--- config.mk ---
export PLATFORM = sky130hd
export DESIGN_NAME = dli_irq_regs
export DESIGN_NICKNAME = d
export VERILOG_FILES = /design/src/dli_pkg.sv /design/src/dli_bank_if.sv /design/src/dli_flag_bank.sv /design/src/dli_irq_regs.sv
export SDC_FILE = /design/constraint.sdc
export NUM_CORES = 1
export LEC_CHECK = 0
export ABC_CLOCK_PERIOD_IN_PS = 1800
export BUFFER_PORTS_ARGS = -buffer_cell sky130_fd_sc_hd__buf_2
export CAP_MARGIN = 30
export CORE_UTILIZATION = 55
export CTS_BUF_LIST = sky130_fd_sc_hd__clkbuf_2 sky130_fd_sc_hd__clkbuf_4 sky130_fd_sc_hd__clkbuf_8
export CTS_CLUSTER_SIZE = 40
export DETAILED_ROUTE_END_ITERATION = 7
export PLACE_DENSITY = 0.9
export SLEW_MARGIN = 20
export SYNTH_ARGS = -nofsm -noshare
export SYNTH_HDL_FRONTEND = slang
export SYNTH_SLANG_ARGS = --single-unit
--- constraint.sdc ---
create_clock -name clk_sys -period 1.8 [get_ports clk_sys]
set_input_delay 0 -clock clk_sys [delete_from_list [all_inputs] [get_ports clk_sys]]
set_output_delay 0 -clock clk_sys [all_outputs]
set_load 0.01 [all_outputs]
--- src/dli_pkg.sv ---
// Register map and reset values of the scaling-done and linear-fault interrupt block.
// Assumes byte-wide registers reached by an 8-bit register address.
package dli_pkg;
	localparam int unsigned DLI_AW = 8;
	localparam int unsigned DLI_DW = 8;

	localparam logic [7:0] DLI_ADDR_BUCK_DONE_STAT  = 8'h0E;
	localparam logic [7:0] DLI_ADDR_BUCK_DONE_MASK  = 8'h0F;
	localparam logic [7:0] DLI_ADDR_BUCK_SENSE      = 8'h10;
	localparam logic [7:0] DLI_ADDR_LINREG_STAT     = 8'h18;
	localparam logic [7:0] DLI_ADDR_LINREG_MASK     = 8'h19;
	localparam logic [7:0] DLI_ADDR_LINREG_SENSE    = 8'h1A;

	// Field widths; fields sit from bit 0 upward
	localparam int unsigned DLI_BUCK_W   = 2;
	localparam int unsigned DLI_LINREG_W = 3;
	localparam int unsigned DLI_BUCK_A_POS   = 0;
	localparam int unsigned DLI_BUCK_B_POS   = 1;
	localparam int unsigned DLI_LINREG_A_POS = 0;
	localparam int unsigned DLI_LINREG_B_POS = 1;
	localparam int unsigned DLI_LINREG_C_POS = 2;

	localparam logic [1:0] DLI_BUCK_STAT_RST   = 2'h0;
	localparam logic [1:0] DLI_BUCK_MASK_RST   = 2'h3;
	localparam logic [2:0] DLI_LINREG_STAT_RST = 3'h0;
	localparam logic [2:0] DLI_LINREG_MASK_RST = 3'h7;
	localparam logic [7:0] DLI_RDATA_RST       = 8'h00;

	// Pin inputs pass this many synchroniser flip-flops before the filter flop
	localparam int unsigned DLI_SYNC_STAGES = 3;
endpackage

--- src/dli_bank_if.sv ---
// Carrier between the register front end and one sticky flag bank.
// Assumes one clock domain shared by both ends.
`timescale 1ns/100ps
`default_nettype none
interface dli_bank_if #(
	parameter int unsigned W = 2
);
	logic [W-1:0] event_set;
	logic         read_clear;
	logic         w1c_en;
	logic         mask_we;
	logic [W-1:0] wdata;
	logic [W-1:0] flag;
	logic [W-1:0] mask;
	logic         pending;

	modport bank (
		input  event_set,
		input  read_clear,
		input  w1c_en,
		input  mask_we,
		input  wdata,
		output flag,
		output mask,
		output pending
	);
	modport ctrl (
		output event_set,
		output read_clear,
		output w1c_en,
		output mask_we,
		output wdata,
		input  flag,
		input  mask,
		input  pending
	);
endinterface
`default_nettype wire

--- src/dli_flag_bank.sv ---
// One group of sticky interrupt flags with their masks.
// Assumes single-cycle clear and write strobes from the register front end.
`timescale 1ns/100ps
`default_nettype none
module dli_flag_bank
	import dli_pkg::*;
#(
	parameter int unsigned    W         = 2,
	parameter logic [W-1:0]   STAT_RST  = '0,
	parameter logic [W-1:0]   MASK_RST  = '1
) (
	input  wire logic clk_sys,
	input  wire logic sys_rst,
	dli_bank_if.bank  bus
);
	logic [W-1:0] flag_q;
	logic [W-1:0] flag_d;
	logic [W-1:0] mask_q;
	logic [W-1:0] clr_vec;

	// Read clears every bit; write-one clears only the bits written
	assign clr_vec = bus.read_clear ? {W{1'b1}} : (bus.w1c_en ? bus.wdata : '0);
	// Set beats clear so an event in the clearing cycle survives
	assign flag_d  = (flag_q & ~clr_vec) | bus.event_set;

	always_ff @(posedge clk_sys) begin
		if (sys_rst) begin
			flag_q <= STAT_RST;
			mask_q <= MASK_RST;
		end else begin
			flag_q <= flag_d;
			if (bus.mask_we) begin
				mask_q <= bus.wdata;
			end
		end
	end

	assign bus.flag    = flag_q;
	assign bus.mask    = mask_q;
	// Masked flags still record, they just do not pull the pin
	assign bus.pending = |(flag_q & ~mask_q);
endmodule
`default_nettype wire

--- src/dli_irq_regs.sv ---
// Interrupt status, mask and sense registers for buck scaling-done and linear faults.
// Assumes a byte register port from the serial control interface, single-cycle strobes,
// and live regulator indications arriving asynchronously from the analog side.
//
// Contract
// - Buck A flag sets when scaling finishes
// - Buck B flag bit 1 sets on scaling finish
// - Scaling-done status resets zero, upper bits unused
// - Status bit stays one until cleared
// - Read or write-one clears status bit
// - Unmasked set flag pulls interrupt pin low
// - Masked flag records but leaves pin alone
// - Scaling mask bits 0,1 reset to one
// - Sense register shows live scaling busy
// - Linear fault flags latch at bits 0-2
// - Linear fault masks read-write, reset one
// - Linear sense shows live current-limit faults
`timescale 1ns/100ps
`default_nettype none
module dli_irq_regs
	import dli_pkg::*;
(
	input  wire logic              clk_sys,
	input  wire logic              sys_rst,
	input  wire logic              buck_a_scaling_busy,
	input  wire logic              buck_b_scaling_busy,
	input  wire logic              linreg_a_fault_live,
	input  wire logic              linreg_b_fault_live,
	input  wire logic              linreg_c_fault_live,
	input  wire logic [DLI_AW-1:0] reg_addr,
	input  wire logic              reg_rd,
	input  wire logic              reg_wr,
	input  wire logic [DLI_DW-1:0] reg_wdata,
	output logic      [DLI_DW-1:0] reg_rdata,
	input  wire logic              irq_out_n_in,
	output logic                   irq_out_n,
	output logic                   irq_out_n_oe_n
);
	localparam int unsigned NIN = DLI_BUCK_W + DLI_LINREG_W;

	function automatic logic hit(input logic [DLI_AW-1:0] a, input logic [DLI_AW-1:0] r);
		hit = (a == r);
	endfunction

	// Raw pins: buck busy in the low bits, linear faults above
	logic [NIN-1:0] raw_in;
	logic [NIN-1:0] s1_q;
	logic [NIN-1:0] s2_q;
	logic [NIN-1:0] s3_q;
	logic [NIN-1:0] live_q;
	logic [NIN-1:0] live_prev_q;
	logic [NIN-1:0] live_d;

	assign raw_in = {linreg_c_fault_live, linreg_b_fault_live, linreg_a_fault_live,
		buck_b_scaling_busy, buck_a_scaling_busy};

	genvar gi;
	generate
		for (gi = 0; gi < NIN; gi++) begin : g_sync
			// Filtered level moves only once stages two and three agree
			assign live_d[gi] = (s2_q[gi] == s3_q[gi]) ? s3_q[gi] : live_q[gi];
		end
	endgenerate

	always_ff @(posedge clk_sys) begin
		if (sys_rst) begin
			s1_q        <= '0;
			s2_q        <= '0;
			s3_q        <= '0;
			live_q      <= '0;
			live_prev_q <= '0;
		end else begin
			s1_q        <= raw_in;
			s2_q        <= s1_q;
			s3_q        <= s2_q;
			live_q      <= live_d;
			live_prev_q <= live_q;
		end
	end

	logic [DLI_BUCK_W-1:0]   buck_live;
	logic [DLI_LINREG_W-1:0] linreg_live;
	logic [DLI_BUCK_W-1:0]   buck_done_evt;
	logic [DLI_LINREG_W-1:0] linreg_fault_evt;

	assign buck_live   = live_q[DLI_BUCK_W-1:0];
	assign linreg_live = live_q[NIN-1:DLI_BUCK_W];
	// End of any voltage change, whatever started it, is busy falling
	assign buck_done_evt = live_prev_q[DLI_BUCK_W-1:0] & ~buck_live;
	// A new current-limit fault is the rising edge of its live level
	assign linreg_fault_evt = live_q[NIN-1:DLI_BUCK_W] & ~live_prev_q[NIN-1:DLI_BUCK_W];

	// Register decode
	wire hit_bstat  = hit(reg_addr, DLI_ADDR_BUCK_DONE_STAT);
	wire hit_bmask  = hit(reg_addr, DLI_ADDR_BUCK_DONE_MASK);
	wire hit_bsense = hit(reg_addr, DLI_ADDR_BUCK_SENSE);
	wire hit_lstat  = hit(reg_addr, DLI_ADDR_LINREG_STAT);
	wire hit_lmask  = hit(reg_addr, DLI_ADDR_LINREG_MASK);
	wire hit_lsense = hit(reg_addr, DLI_ADDR_LINREG_SENSE);

	dli_bank_if #(.W(DLI_BUCK_W))   buck_if ();
	dli_bank_if #(.W(DLI_LINREG_W)) linreg_if ();

	assign buck_if.event_set  = buck_done_evt;
	assign buck_if.read_clear = reg_rd & hit_bstat;
	assign buck_if.w1c_en     = reg_wr & hit_bstat;
	assign buck_if.mask_we    = reg_wr & hit_bmask;
	assign buck_if.wdata      = reg_wdata[DLI_BUCK_W-1:0];

	assign linreg_if.event_set  = linreg_fault_evt;
	assign linreg_if.read_clear = reg_rd & hit_lstat;
	assign linreg_if.w1c_en     = reg_wr & hit_lstat;
	assign linreg_if.mask_we    = reg_wr & hit_lmask;
	assign linreg_if.wdata      = reg_wdata[DLI_LINREG_W-1:0];

	dli_flag_bank #(
		.W        (DLI_BUCK_W),
		.STAT_RST (DLI_BUCK_STAT_RST),
		.MASK_RST (DLI_BUCK_MASK_RST)
	) u_buck_bank (
		.clk_sys (clk_sys),
		.sys_rst (sys_rst),
		.bus     (buck_if)
	);

	dli_flag_bank #(
		.W        (DLI_LINREG_W),
		.STAT_RST (DLI_LINREG_STAT_RST),
		.MASK_RST (DLI_LINREG_MASK_RST)
	) u_linreg_bank (
		.clk_sys (clk_sys),
		.sys_rst (sys_rst),
		.bus     (linreg_if)
	);

	// Read mux; unused bits and unmapped addresses read zero
	localparam int unsigned BPAD = DLI_DW - DLI_BUCK_W;
	localparam int unsigned LPAD = DLI_DW - DLI_LINREG_W;
	wire [DLI_DW-1:0] rd_bstat  = {{BPAD{1'b0}}, buck_if.flag};
	wire [DLI_DW-1:0] rd_bmask  = {{BPAD{1'b0}}, buck_if.mask};
	wire [DLI_DW-1:0] rd_bsense = {{BPAD{1'b0}}, buck_live};
	wire [DLI_DW-1:0] rd_lstat  = {{LPAD{1'b0}}, linreg_if.flag};
	wire [DLI_DW-1:0] rd_lmask  = {{LPAD{1'b0}}, linreg_if.mask};
	wire [DLI_DW-1:0] rd_lsense = {{LPAD{1'b0}}, linreg_live};
	wire [DLI_DW-1:0] rdata_d =
		hit_bstat  ? rd_bstat  :
		hit_bmask  ? rd_bmask  :
		hit_bsense ? rd_bsense :
		hit_lstat  ? rd_lstat  :
		hit_lmask  ? rd_lmask  :
		hit_lsense ? rd_lsense : DLI_RDATA_RST;

	logic [DLI_DW-1:0] rdata_q;
	logic              irq_oe_n_q;

	always_ff @(posedge clk_sys) begin
		if (sys_rst) begin
			rdata_q    <= DLI_RDATA_RST;
			irq_oe_n_q <= 1'b1;
		end else begin
			// Data is captured before the same edge clears the flags
			if (reg_rd) begin
				rdata_q <= rdata_d;
			end
			irq_oe_n_q <= ~(buck_if.pending | linreg_if.pending);
		end
	end

	assign reg_rdata      = rdata_q;
	// Open-drain pin: only ever drives low, released pin is pulled up outside
	assign irq_out_n      = 1'b0;
	assign irq_out_n_oe_n = irq_oe_n_q;
endmodule
`default_nettype wire

==> out/results.ini, run 1 <==
[status]
status = complete, no violations

[yosys]
synth_edf_count = 0
synth_commonest_cells = dfxtp_1, nor2b_1, nand2_1
synth_ff_type = dfxtp_1
ys_types = 32
syn_area_sq_um = 1560
ys_ff_latch = 39
async_reset_ff_frac = 0
post-synth-top-area-fraction = 0.500
synth_top_area_cell = dfxtp_1
yosysSeqAreaShare = 0.500
avgSynthCellArea_sq_um = 9.09
yosysMostFrequentCell = dfxtp_1
ys_warn_count = 0
synth_cells = 172
synthTopCellsByArea = dfxtp_1, nor2b_1, a21oi_1

[routing]
drc = 0
drt-initial-drc-count = 52
ant_nets = 0
wirelength_um = 3120
firstDrtPassIters = 6
vias = 1311
viasPerCell = 5.58
wl_per_cell_um = 13.3

[min_path]
whs_path_depth = 3
hp-class = in -> reg

[power_and_ir_drop]
switching_share = 0.200
p_clk_frac = 0.424
combPwrFrac = 0.062
p_seq_frac = 0.514
p_int_mw = 1.37
ir_worst_vdd_v = 0.000893
power.switching_mw = 0.344
p_per_area_nw_per_um2 = 924
leakage_nw = 0.703

[sta]
max_slew.worst_pin.slew_ns = 0.581
hold_viol_final = 0
fin_crit_ns = 1.36
tns_ns = 0
fin_crit_sh = 0.756
finalClockSkew_ns = 0.0146
slew_viol_final = 0
rsz0062_at_grt = false
setup_viol = 0
slew_headroom = 0.607
fmax_mhz = 735

[job]
drv_cap = 0

[placement]
dp_hpwl_um = 2220
place_inst = 219
gp_congestion = 0.982
port_buffers = 23

[clock_tree]
clk_pin_slew_worst_paths_ns = 0.11
htreeDepth = 2
post-cts-setup-buffers = 0
cts_root_buffer = clkbuf_4
cts_buffer_depth = 2
cts-buffers-inserted = 5
cts_tree = yes
worstSkewPairLatency_ns = 0.34
cts_sinks = 39
cts_resized = 0

[finish]
n_antenna_cell = 0
drive_gt1_frac = 0.171
area_growth_pct = 18.9
nNetsFinal = 230
final_cells = 235

[global_routing]
grt_pass1_wl_um = 5260
grt-ovfl-total = 0
grt_usage = 0.217
grt_max_degree = 22
antenna_found_initial = 0
grt_pass1_vias = 1262

[worst_setup_path]
worstPathRequired_ns = 2.02
critPathSlowestCell = or4b_1
critPathTopFamily = simple AND/OR/NAND/NOR gates
crit_path_end_kind = register
r2r_setup_slack_ns = 0.63
cpPeakStageDelay_ns = 0.71
worst_r2r_path_depth = 4
critPathKind = in -> reg
cp.depth = 5
crit_arrival_ns = 1.58
startpoint_type = input port
cp_max_fo = 8
cp_cell_sequence = buf_2 -> or4b_1 -> or3_1 -> o21ai_0 -> a21oi_1
critPathBufInv = 1

[floorplanning]
core_sq_um = 2590
die_w_um = 55.3
die_y_um = 55.3
start_util = 0.603
boundaryPins = 36
die_area_sq_um = 3060
std_cell_rows = 18

## flip-flops by register name, summed over array words and instances (netlist names)
register and cells:
u_linreg_bank.bus.flag 3, u_linreg_bank.bus.mask 3, s2_q 5, s3_q 5
irq_out_n_oe_n 1, live_q 5, u_buck_bank.bus.flag 2, s1_q 5
reg_rdata 3, u_buck_bank.bus.mask 2, live_prev_q 5
## per-layer routing
| layer | track usage | wire, um | vias up |
|---|---|---|---|
| li1 | - | - | 649 |
| met1 | 0.245 | 1250 | 601 |
| met2 | 0.373 | 1640 | 57 |
| met3 | 0.0773 | 210 | 4 |
| met4 | 0.0857 | 24 | 0 |
| met5 | 0 | 0 | - |
## kinds of logic after synthesis
logic type,after synthesis,share of synthesized area
simple gates,69,0.259
compound gates,39,0.159
flops,39,0.500
buf+inv,22,0.0680
mux,2,0.0128
other cells,1,0.00240
## final timing paths
| kind | startpoint | endpoint |
|---|---|---|
| worst max-delay path | reg_addr[5] | u_buck_bank.bus.flag[0] |
| worst max register to register | live_q[3] | reg_rdata[1] |
| worst min register to register | s1_q[1] | s2_q[1] |
| worst min-delay path | reg_rd | reg_rdata[2] |
## cell type report
type | instances | area (sq um)
Clock buffer | 6 | 45.0
Clock inverter | 2 | 60.1
Fill cell | 204 | 732
Inverter | 10 | 37.5
Multi-Input combinational cell | 116 | 694
Sequential cell | 39 | 781
Tap cell | 30 | 37.5
Timing Repair Buffer | 32 | 203
## power by group through the flow
| stage | clock [mW] | combinational, mW | sequential (mW) |
|---|---|---|---|
| after global routing | 0.769 | 0.117 | 0.885 |
| final | 0.728 | 0.107 | 0.883 |
| after global placement | 0 | 0.0890 | 0.902 |
| after floorplan | 0 | 0.0624 | 0.901 |
| after CTS | 0.729 | 0.106 | 0.883 |
| after detailed placement | 0 | 0.0925 | 0.903 |
## repair_timing
| item | 4_1_cts | 5_1_grt |
|---|---|---|
| hold endpoints to repair | 11 | 0 |
| hold buffers | 8 | 0 |
| endpoints found under the setup margin | 0 | 0 |
## worst register-to-register path: stages (launching register included)
cell and delay (ns):
dfxtp_1 0.41, nand2b_1 0.09, a21oi_1 0.16, a32oi_1 0.13, o32ai_1 0.30
## metrics by stage
| stage | util | area [sq um] | hold WS, ns | total power, mW | worst slack [ns] |
|---|---|---|---|---|---|
| global placement | 0.646 | 1670 | 0.208 | 0.991 | 0.180 |
| CTS | 0.717 | 1860 | 0.0237 | 1.72 | 0.470 |
| detailed placement | 0.646 | 1670 | 0.218 | 0.995 | 0.132 |
| finish | 0.717 | 1860 | 0.0366 | 1.72 | 0.440 |
| floorplan | - | 1580 | 0.0825 | 0.963 | 0.401 |
| global route | 0.717 | 1860 | 0.0211 | 1.77 | 0.365 |
## layout by cell type, fill, tap and decap left out
| cell type | instances |
|---|---|
| nor4_4 | 1 |
| o32ai_1 | 2 |
| nand3_1 | 2 |
| o211ai_1 | 3 |
| inv_1 | 10 |
| o22ai_1 | 3 |
| a31oi_1 | 2 |
| dlygate4sd3_1 | 8 |
| or3_1 | 1 |
| nand3b_1 | 2 |
| nor2b_1 | 25 |
| clkbuf_4 | 6 |
| nand2_1 | 19 |
| bufinv_16 | 2 |
| o221ai_1 | 1 |
| a222oi_1 | 1 |
| nand4_1 | 1 |
| a32oi_1 | 2 |
| dfxtp_1 | 39 |
| o21ai_0 | 7 |
| nor4b_1 | 1 |
| buf_2 | 23 |
| nor3_1 | 3 |
| buf_4 | 1 |
| or2_2 | 1 |
| conb_1 | 6 |
| a21oi_1 | 15 |
| nor3_2 | 1 |
| or4b_1 | 2 |
| a32o_1 | 3 |
| nand2b_1 | 8 |
| mux2i_1 | 2 |
| nor2_1 | 2 |
No activity file was read; power rests on OpenSTA's default activity.
==> run 2, diff against run 1 <==
--- a/config.mk
+++ b/config.mk
@@ -5,7 +5,7 @@
 export SDC_FILE = /design/constraint.sdc
 export NUM_CORES = 1
 export LEC_CHECK = 0
-export ABC_CLOCK_PERIOD_IN_PS = 1800
+export ABC_CLOCK_PERIOD_IN_PS = 1300
 export BUFFER_PORTS_ARGS = -buffer_cell sky130_fd_sc_hd__buf_2
 export CAP_MARGIN = 30
 export CORE_UTILIZATION = 55
==> constraint.sdc (replaced) <==
create_clock -name clk_sys -period 1.3 [get_ports clk_sys]
set_input_delay 0 -clock clk_sys [delete_from_list [all_inputs] [get_ports clk_sys]]
set_output_delay 0 -clock clk_sys [all_outputs]
set_load 0.01 [all_outputs]
==> run 2 against run 1 <==
Effect of this change:
- clock power up 11%
- utilization increased by 2.3 points
- highest routed layer unchanged
- die area unchanged
- clock skew down 0.012 ns
- critical path depth unchanged
- clock-buffer cell count fell by 1
- global-route usage is 2.1 points higher
- power rose by 28%
- register-to-register slack worse by 0.46 ns
- final cell count increased by 4.3%
- combinational power increased by 58%
==> out/results.ini, run 2 (synthesis results as in run 1) <==
[routing]
viasPerCell = 5.50  ; -1.4%
wl_met1_um = 1440  ; +16%
drt-initial-drc-count = 58  ; +12%
top_layer_used = met4
drc = 0  ; unchanged
firstDrtPassIters = 4  ; -2
wl_per_cell_um = 13.8  ; +3.7%
route.met3.wl_um = 178  ; -15%
wirelength_um = 3370  ; +8.1%
vias = 1348  ; +2.8%
wl_met2_um = 1640  ; +0.24%
ant_nets = 0  ; unchanged

[worst_setup_path]
critPathKind = in -> reg
crit_path_end_kind = register
critPathSlowestCell = or4b_4
cpPeakStageDelay_ns = 0.60  ; -0.11 ns
worst_r2r_path_depth = 4  ; unchanged
worstPathRequired_ns = 1.55  ; -0.47 ns
startpoint_type = input port
crit_arrival_ns = 1.46  ; -0.12 ns
cp_max_fo = 8  ; unchanged
cp_cell_sequence = buf_2 -> or4b_4 -> nor4_4 -> mux2i_1 -> nand2_1

[clock_tree]
cts-buffers-inserted = 5  ; unchanged
worstSkewPairLatency_ns = 0.35  ; about the same
htreeDepth = 2  ; unchanged
cts_tree = yes
cts_buffer_depth = 2  ; unchanged
clk_pin_slew_worst_paths_ns = 0.12  ; about the same
cts_resized = 0  ; unchanged
cts_sinks = 39  ; unchanged
cts_root_buffer = clkbuf_4

[sta]
slew_viol_final = 0  ; unchanged
fin_crit_ns = 1.22
setup_viol = 0  ; unchanged
fmax_mhz = 822
finalClockSkew_ns = 0.00229  ; -0.0124 ns
fin_crit_sh = 0.936
holdWs_ns = 0.0718  ; +0.0352 ns
hold_viol_final = 0  ; unchanged
rsz0062_at_grt = false

[finish]
nNetsFinal = 240  ; +4.3%
layout.cells.most_common = dfxtp_1
area_growth_pct = 22.7
drive_gt1_frac = 0.205  ; +0.0339
fillers = 205  ; +0.49%
layout_common_cells = dfxtp_1, nor2b_1, buf_2
final_cells = 245  ; +4.3%
n_antenna_cell = 0  ; unchanged

[global_routing]
grt_pass1_vias = 1328  ; +5.2%
grt-ovfl-total = 0  ; unchanged
grt_pass1_wl_um = 5630  ; +7.1%
grt_max_degree = 23  ; +4.5%
antenna_found_initial = 0  ; unchanged
grt_usage = 0.239  ; +0.0213

[power_and_ir_drop]
p_per_area_nw_per_um2 = 1150  ; +24%
ir_worst_vdd_v = 0.00112  ; +25%
p_total_mw = 2.20  ; +28%
leakage_nw = 0.742  ; +5.6%

[placement]
place_inst = 227  ; +3.7%
port_buffers = 23  ; unchanged
dp_hpwl_um = 2370  ; +6.4%
gp_congestion = 0.841  ; -14%

[min_path]
hp-class = in -> reg
whs_path_depth = 4  ; +1

[floorplanning]
std_cell_rows = 18  ; unchanged
die_w_um = 55.3  ; unchanged
die_y_um = 55.3  ; unchanged
boundaryPins = 36  ; unchanged
core_sq_um = 2590  ; unchanged
start_util = 0.603  ; unchanged
die_area_sq_um = 3060  ; unchanged

[job]
drv_cap = 0  ; unchanged

[status]
status = complete, no violations

run 2: what timing repair did:
action | CTS | global route
buffers inserted | 0 | 0
hold buffers | 9 | 1
hold endpoints to repair | 19 | 1
run 2: cell type report:
cell class / count / area [sq um] / share of cell area
clock buffers: 5 / 37.5 / 0.0196
clock inverters: 3 / 43.8 / 0.0228
inverters: 10 / 37.5 / 0.0196
multi-input cells: 116 / 698 / 0.364
flip-flops and latches: 39 / 781 / 0.407
well taps: 30 / 37.5 / 0.0196
repair buffers: 42 / 283 / 0.147
run 2: power breakdown:
group / switching [mW] / internal (mW)
registers: 0.00783 / 1.22
logic: 0.0882 / 0.0811
clock network: 0.405 / 0.405
run 2: worst max-delay path, delay by kind of cell:
family | cells | cell delay [ns]
simple gates | 3 | 1.07
mux | 1 | 0.29
buf+inv | 1 | 0.11
run 2: final timing paths:
check                   start                   endpoint  slack [ns]
hold reg to reg       s1_q[0]                    s2_q[0]        0.45
setup / recovery  reg_addr[5]  u_linreg_bank.bus.mask[0]        0.08
setup reg to reg    live_q[3]               reg_rdata[1]        0.17
hold / removal         reg_wr    u_buck_bank.bus.flag[1]        0.07
run 2: routing by layer:
layer	global-route usage	vias to the layer above
li1	-	666
met1	0.268	611
met2	0.396	57
met3	0.0867	14
met4	0.121	0
met5	0	-
run 2: through the flow:
| step | utilization | TNS, ns | cell area [sq um] | worst slack, ns |
|---|---|---|---|---|
| 4_1_cts | 0.737 | 0 | 1910 | 0.0955 |
| 6_report | 0.741 | 0 | 1920 | 0.0832 |
| 3_5_place_dp | 0.671 | -1.44 | 1740 | -0.226 |
| 5_1_grt | 0.741 | 0 | 1920 | 0.0212 |
| 2_1_floorplan | - | -0.185 | 1590 | -0.0923 |
| 3_3_place_gp | 0.671 | -1.09 | 1740 | -0.156 |
==> run 3, diff against run 2 <==
--- a/config.mk
+++ b/config.mk
@@ -13,6 +13,7 @@
 export CTS_CLUSTER_SIZE = 40
 export DETAILED_ROUTE_END_ITERATION = 7
 export PLACE_DENSITY = 0.9
+export SETUP_SLACK_MARGIN = 0.1
 export SLEW_MARGIN = 20
 export SYNTH_ARGS = -nofsm -noshare
 export SYNTH_HDL_FRONTEND = slang
==> run 3 against run 2 <==
Effect of this change:
- non-clock buffer count rose by 1
- critical endpoint is now reg_rdata[0]
- die area did not move
- highest routed layer unchanged
- final cell count rose by 0.41%
- largest power group unchanged
- power fell by 5.6%
==> out/results.ini, run 3 (synthesis results as in run 1) <==
[status]
status = complete, no violations

[worst_setup_path]
worstPathRequired_ns = 1.57  ; +0.02 ns
critPathKind = reg -> reg
crit_arrival_ns = 1.40  ; -0.06 ns
cp_cell_sequence = nand2b_1 -> a21oi_1 -> a32oi_1 -> o32ai_1
cpPeakStageDelay_ns = 0.37  ; -0.23 ns
cp_max_fo = 4  ; -4
critPathSlowestCell = dfxtp_2
worst_r2r_path_depth = 4  ; unchanged
crit_path_end_kind = register
startpoint_type = register

[global_routing]
grt_pass1_vias = 1250  ; -5.9%
grt_pass1_wl_um = 5500  ; -2.3%
grt-ovfl-total = 0  ; unchanged
antenna_found_initial = 0  ; unchanged
grt_usage = 0.231  ; -0.00798
grt_max_degree = 20  ; -13%

[floorplanning]
die_area_sq_um = 3060  ; unchanged
core_sq_um = 2590  ; unchanged
die_y_um = 55.3  ; unchanged
boundaryPins = 36  ; unchanged
std_cell_rows = 18  ; unchanged
die_w_um = 55.3  ; unchanged
start_util = 0.603  ; unchanged

[sta]
rsz0062_at_grt = true
finalClockSkew_ns = 0.00630  ; +0.00401 ns
fin_crit_ns = 1.13  ; -0.0869 ns
timing.final.ws_setup_ns = 0.170  ; +0.0869 ns
fin_crit_sh = 0.869  ; -0.0669
slew_viol_final = 0  ; unchanged
setup_viol = 0  ; unchanged
hold_viol_final = 0  ; unchanged
fmax_mhz = 885  ; +7.7%

[routing]
wl_per_cell_um = 13.2  ; -4.4%
vias = 1301  ; -3.5%
drt-initial-drc-count = 56  ; -3.4%
firstDrtPassIters = 4  ; unchanged
wirelength_um = 3240  ; -4.0%
ant_nets = 0  ; unchanged
viasPerCell = 5.29  ; -3.9%
drc = 0  ; unchanged

[clock_tree]
cts-buffers-inserted = 5  ; unchanged
cts_root_buffer = clkbuf_4
htreeDepth = 2  ; unchanged
cts_buffer_depth = 2  ; unchanged
cts_sinks = 39  ; unchanged
worstSkewPairLatency_ns = 0.36  ; about the same
cts_tree = yes
post-cts-setup-buffers = 0  ; unchanged
clk_pin_slew_worst_paths_ns = 0.12  ; about the same

[placement]
dpl_worst_slack_ns = -0.213  ; +0.0123 ns
dp_hpwl_um = 2330  ; -1.4%
port_buffers = 23  ; unchanged
gp_congestion = 0.855  ; +1.7%

[min_path]
whs_path_depth = 4  ; unchanged
hp-class = in -> reg

[power_and_ir_drop]
leakage_nw = 0.736  ; -0.80%
p_per_area_nw_per_um2 = 1080  ; -5.8%
ir_worst_vdd_v = 0.00100  ; -10%

[finish]
fillers = 195  ; -4.9%
nNetsFinal = 241  ; +0.42%
area_growth_pct = 23.0
n_antenna_cell = 0  ; unchanged
layout.cells.most_common = dfxtp_1
layout_common_cells = dfxtp_1, nor2b_1, buf_2
utilization = 0.742  ; +0.00145
drive_gt1_frac = 0.227  ; +0.0222

[job]
drv_cap = 0  ; unchanged

==> run 3: changes by cell type in the layout (fill, tap and decap cells not counted), sizes merged <==
cell and delta:
buf +1, bufinv -1, clkbuf +1, clkinv -1, clkinvlp +1
==> run 3: what timing repair did <==
item                                    CTS  global route
hold endpoints to repair                 19             0
endpoints found under the setup margin    0             4
resized for setup                         0             2
hold buffers                             10             0
==> run 3: routing by layer <==
metal | up-vias | GRT usage | routed length [um]
met2 | 48 | 0.375 | 1540
met5 | - | 0 | 0
li1 | 665 | - | -
met1 | 579 | 0.277 | 1450
met3 | 9 | 0.0562 | 191
met4 | 0 | 0.132 | 51
==> run 3: report_power, final <==
group / internal [mW] / total [mW] / switching [mW]
Sequential: 1.22 / 1.22 / 0.00755
Combinational: 0.0820 / 0.170 / 0.0876
Clock: 0.266 / 0.685 / 0.419
Total: 1.56 / 2.08 / 0.514
==> run 3: cell type report <==
class | count | area, sq um | area share
inverters | 10 | 37.5 | 0.0195
repair buffers | 43 | 290 | 0.151
clock buffers | 6 | 51.3 | 0.0267
flip-flops and latches | 39 | 783 | 0.408
clock inverters | 2 | 16.3 | 0.00846
well taps | 30 | 37.5 | 0.0195
multi-input cells | 116 | 706 | 0.367
==> run 3: final timing paths <==
| kind | startpoint | to | slack [ns] |
|---|---|---|---|
| worst min-delay path | reg_wr | u_buck_bank.bus.flag[1] | 0.05 |
| worst max-delay path | live_q[2] | reg_rdata[0] | 0.17 |
| worst max register to register | live_q[2] | reg_rdata[0] | 0.17 |
| worst min register to register | s1_q[0] | s2_q[0] | 0.45 |
==> run 3: critical path: cells and delay by family, from the launching register on <==
kind	cells	cell delay [ns]
simple gates	1	0.06
flops	1	0.37
compound gates	3	0.61
==> run 3: metrics by stage <==
step,std cells,power (mW),hold WS [ns],TNS [ns],area [sq um]
finish,246,2.08,0.0537,0,1920
detailed placement,228,1.39,0.213,-1.63,1750
global route,246,2.16,0.0684,0,1920
floorplan,177,1.34,0.0825,-0.183,1600
global placement,228,1.39,0.210,-1.27,1750
CTS,246,2.08,0.0539,0,1920
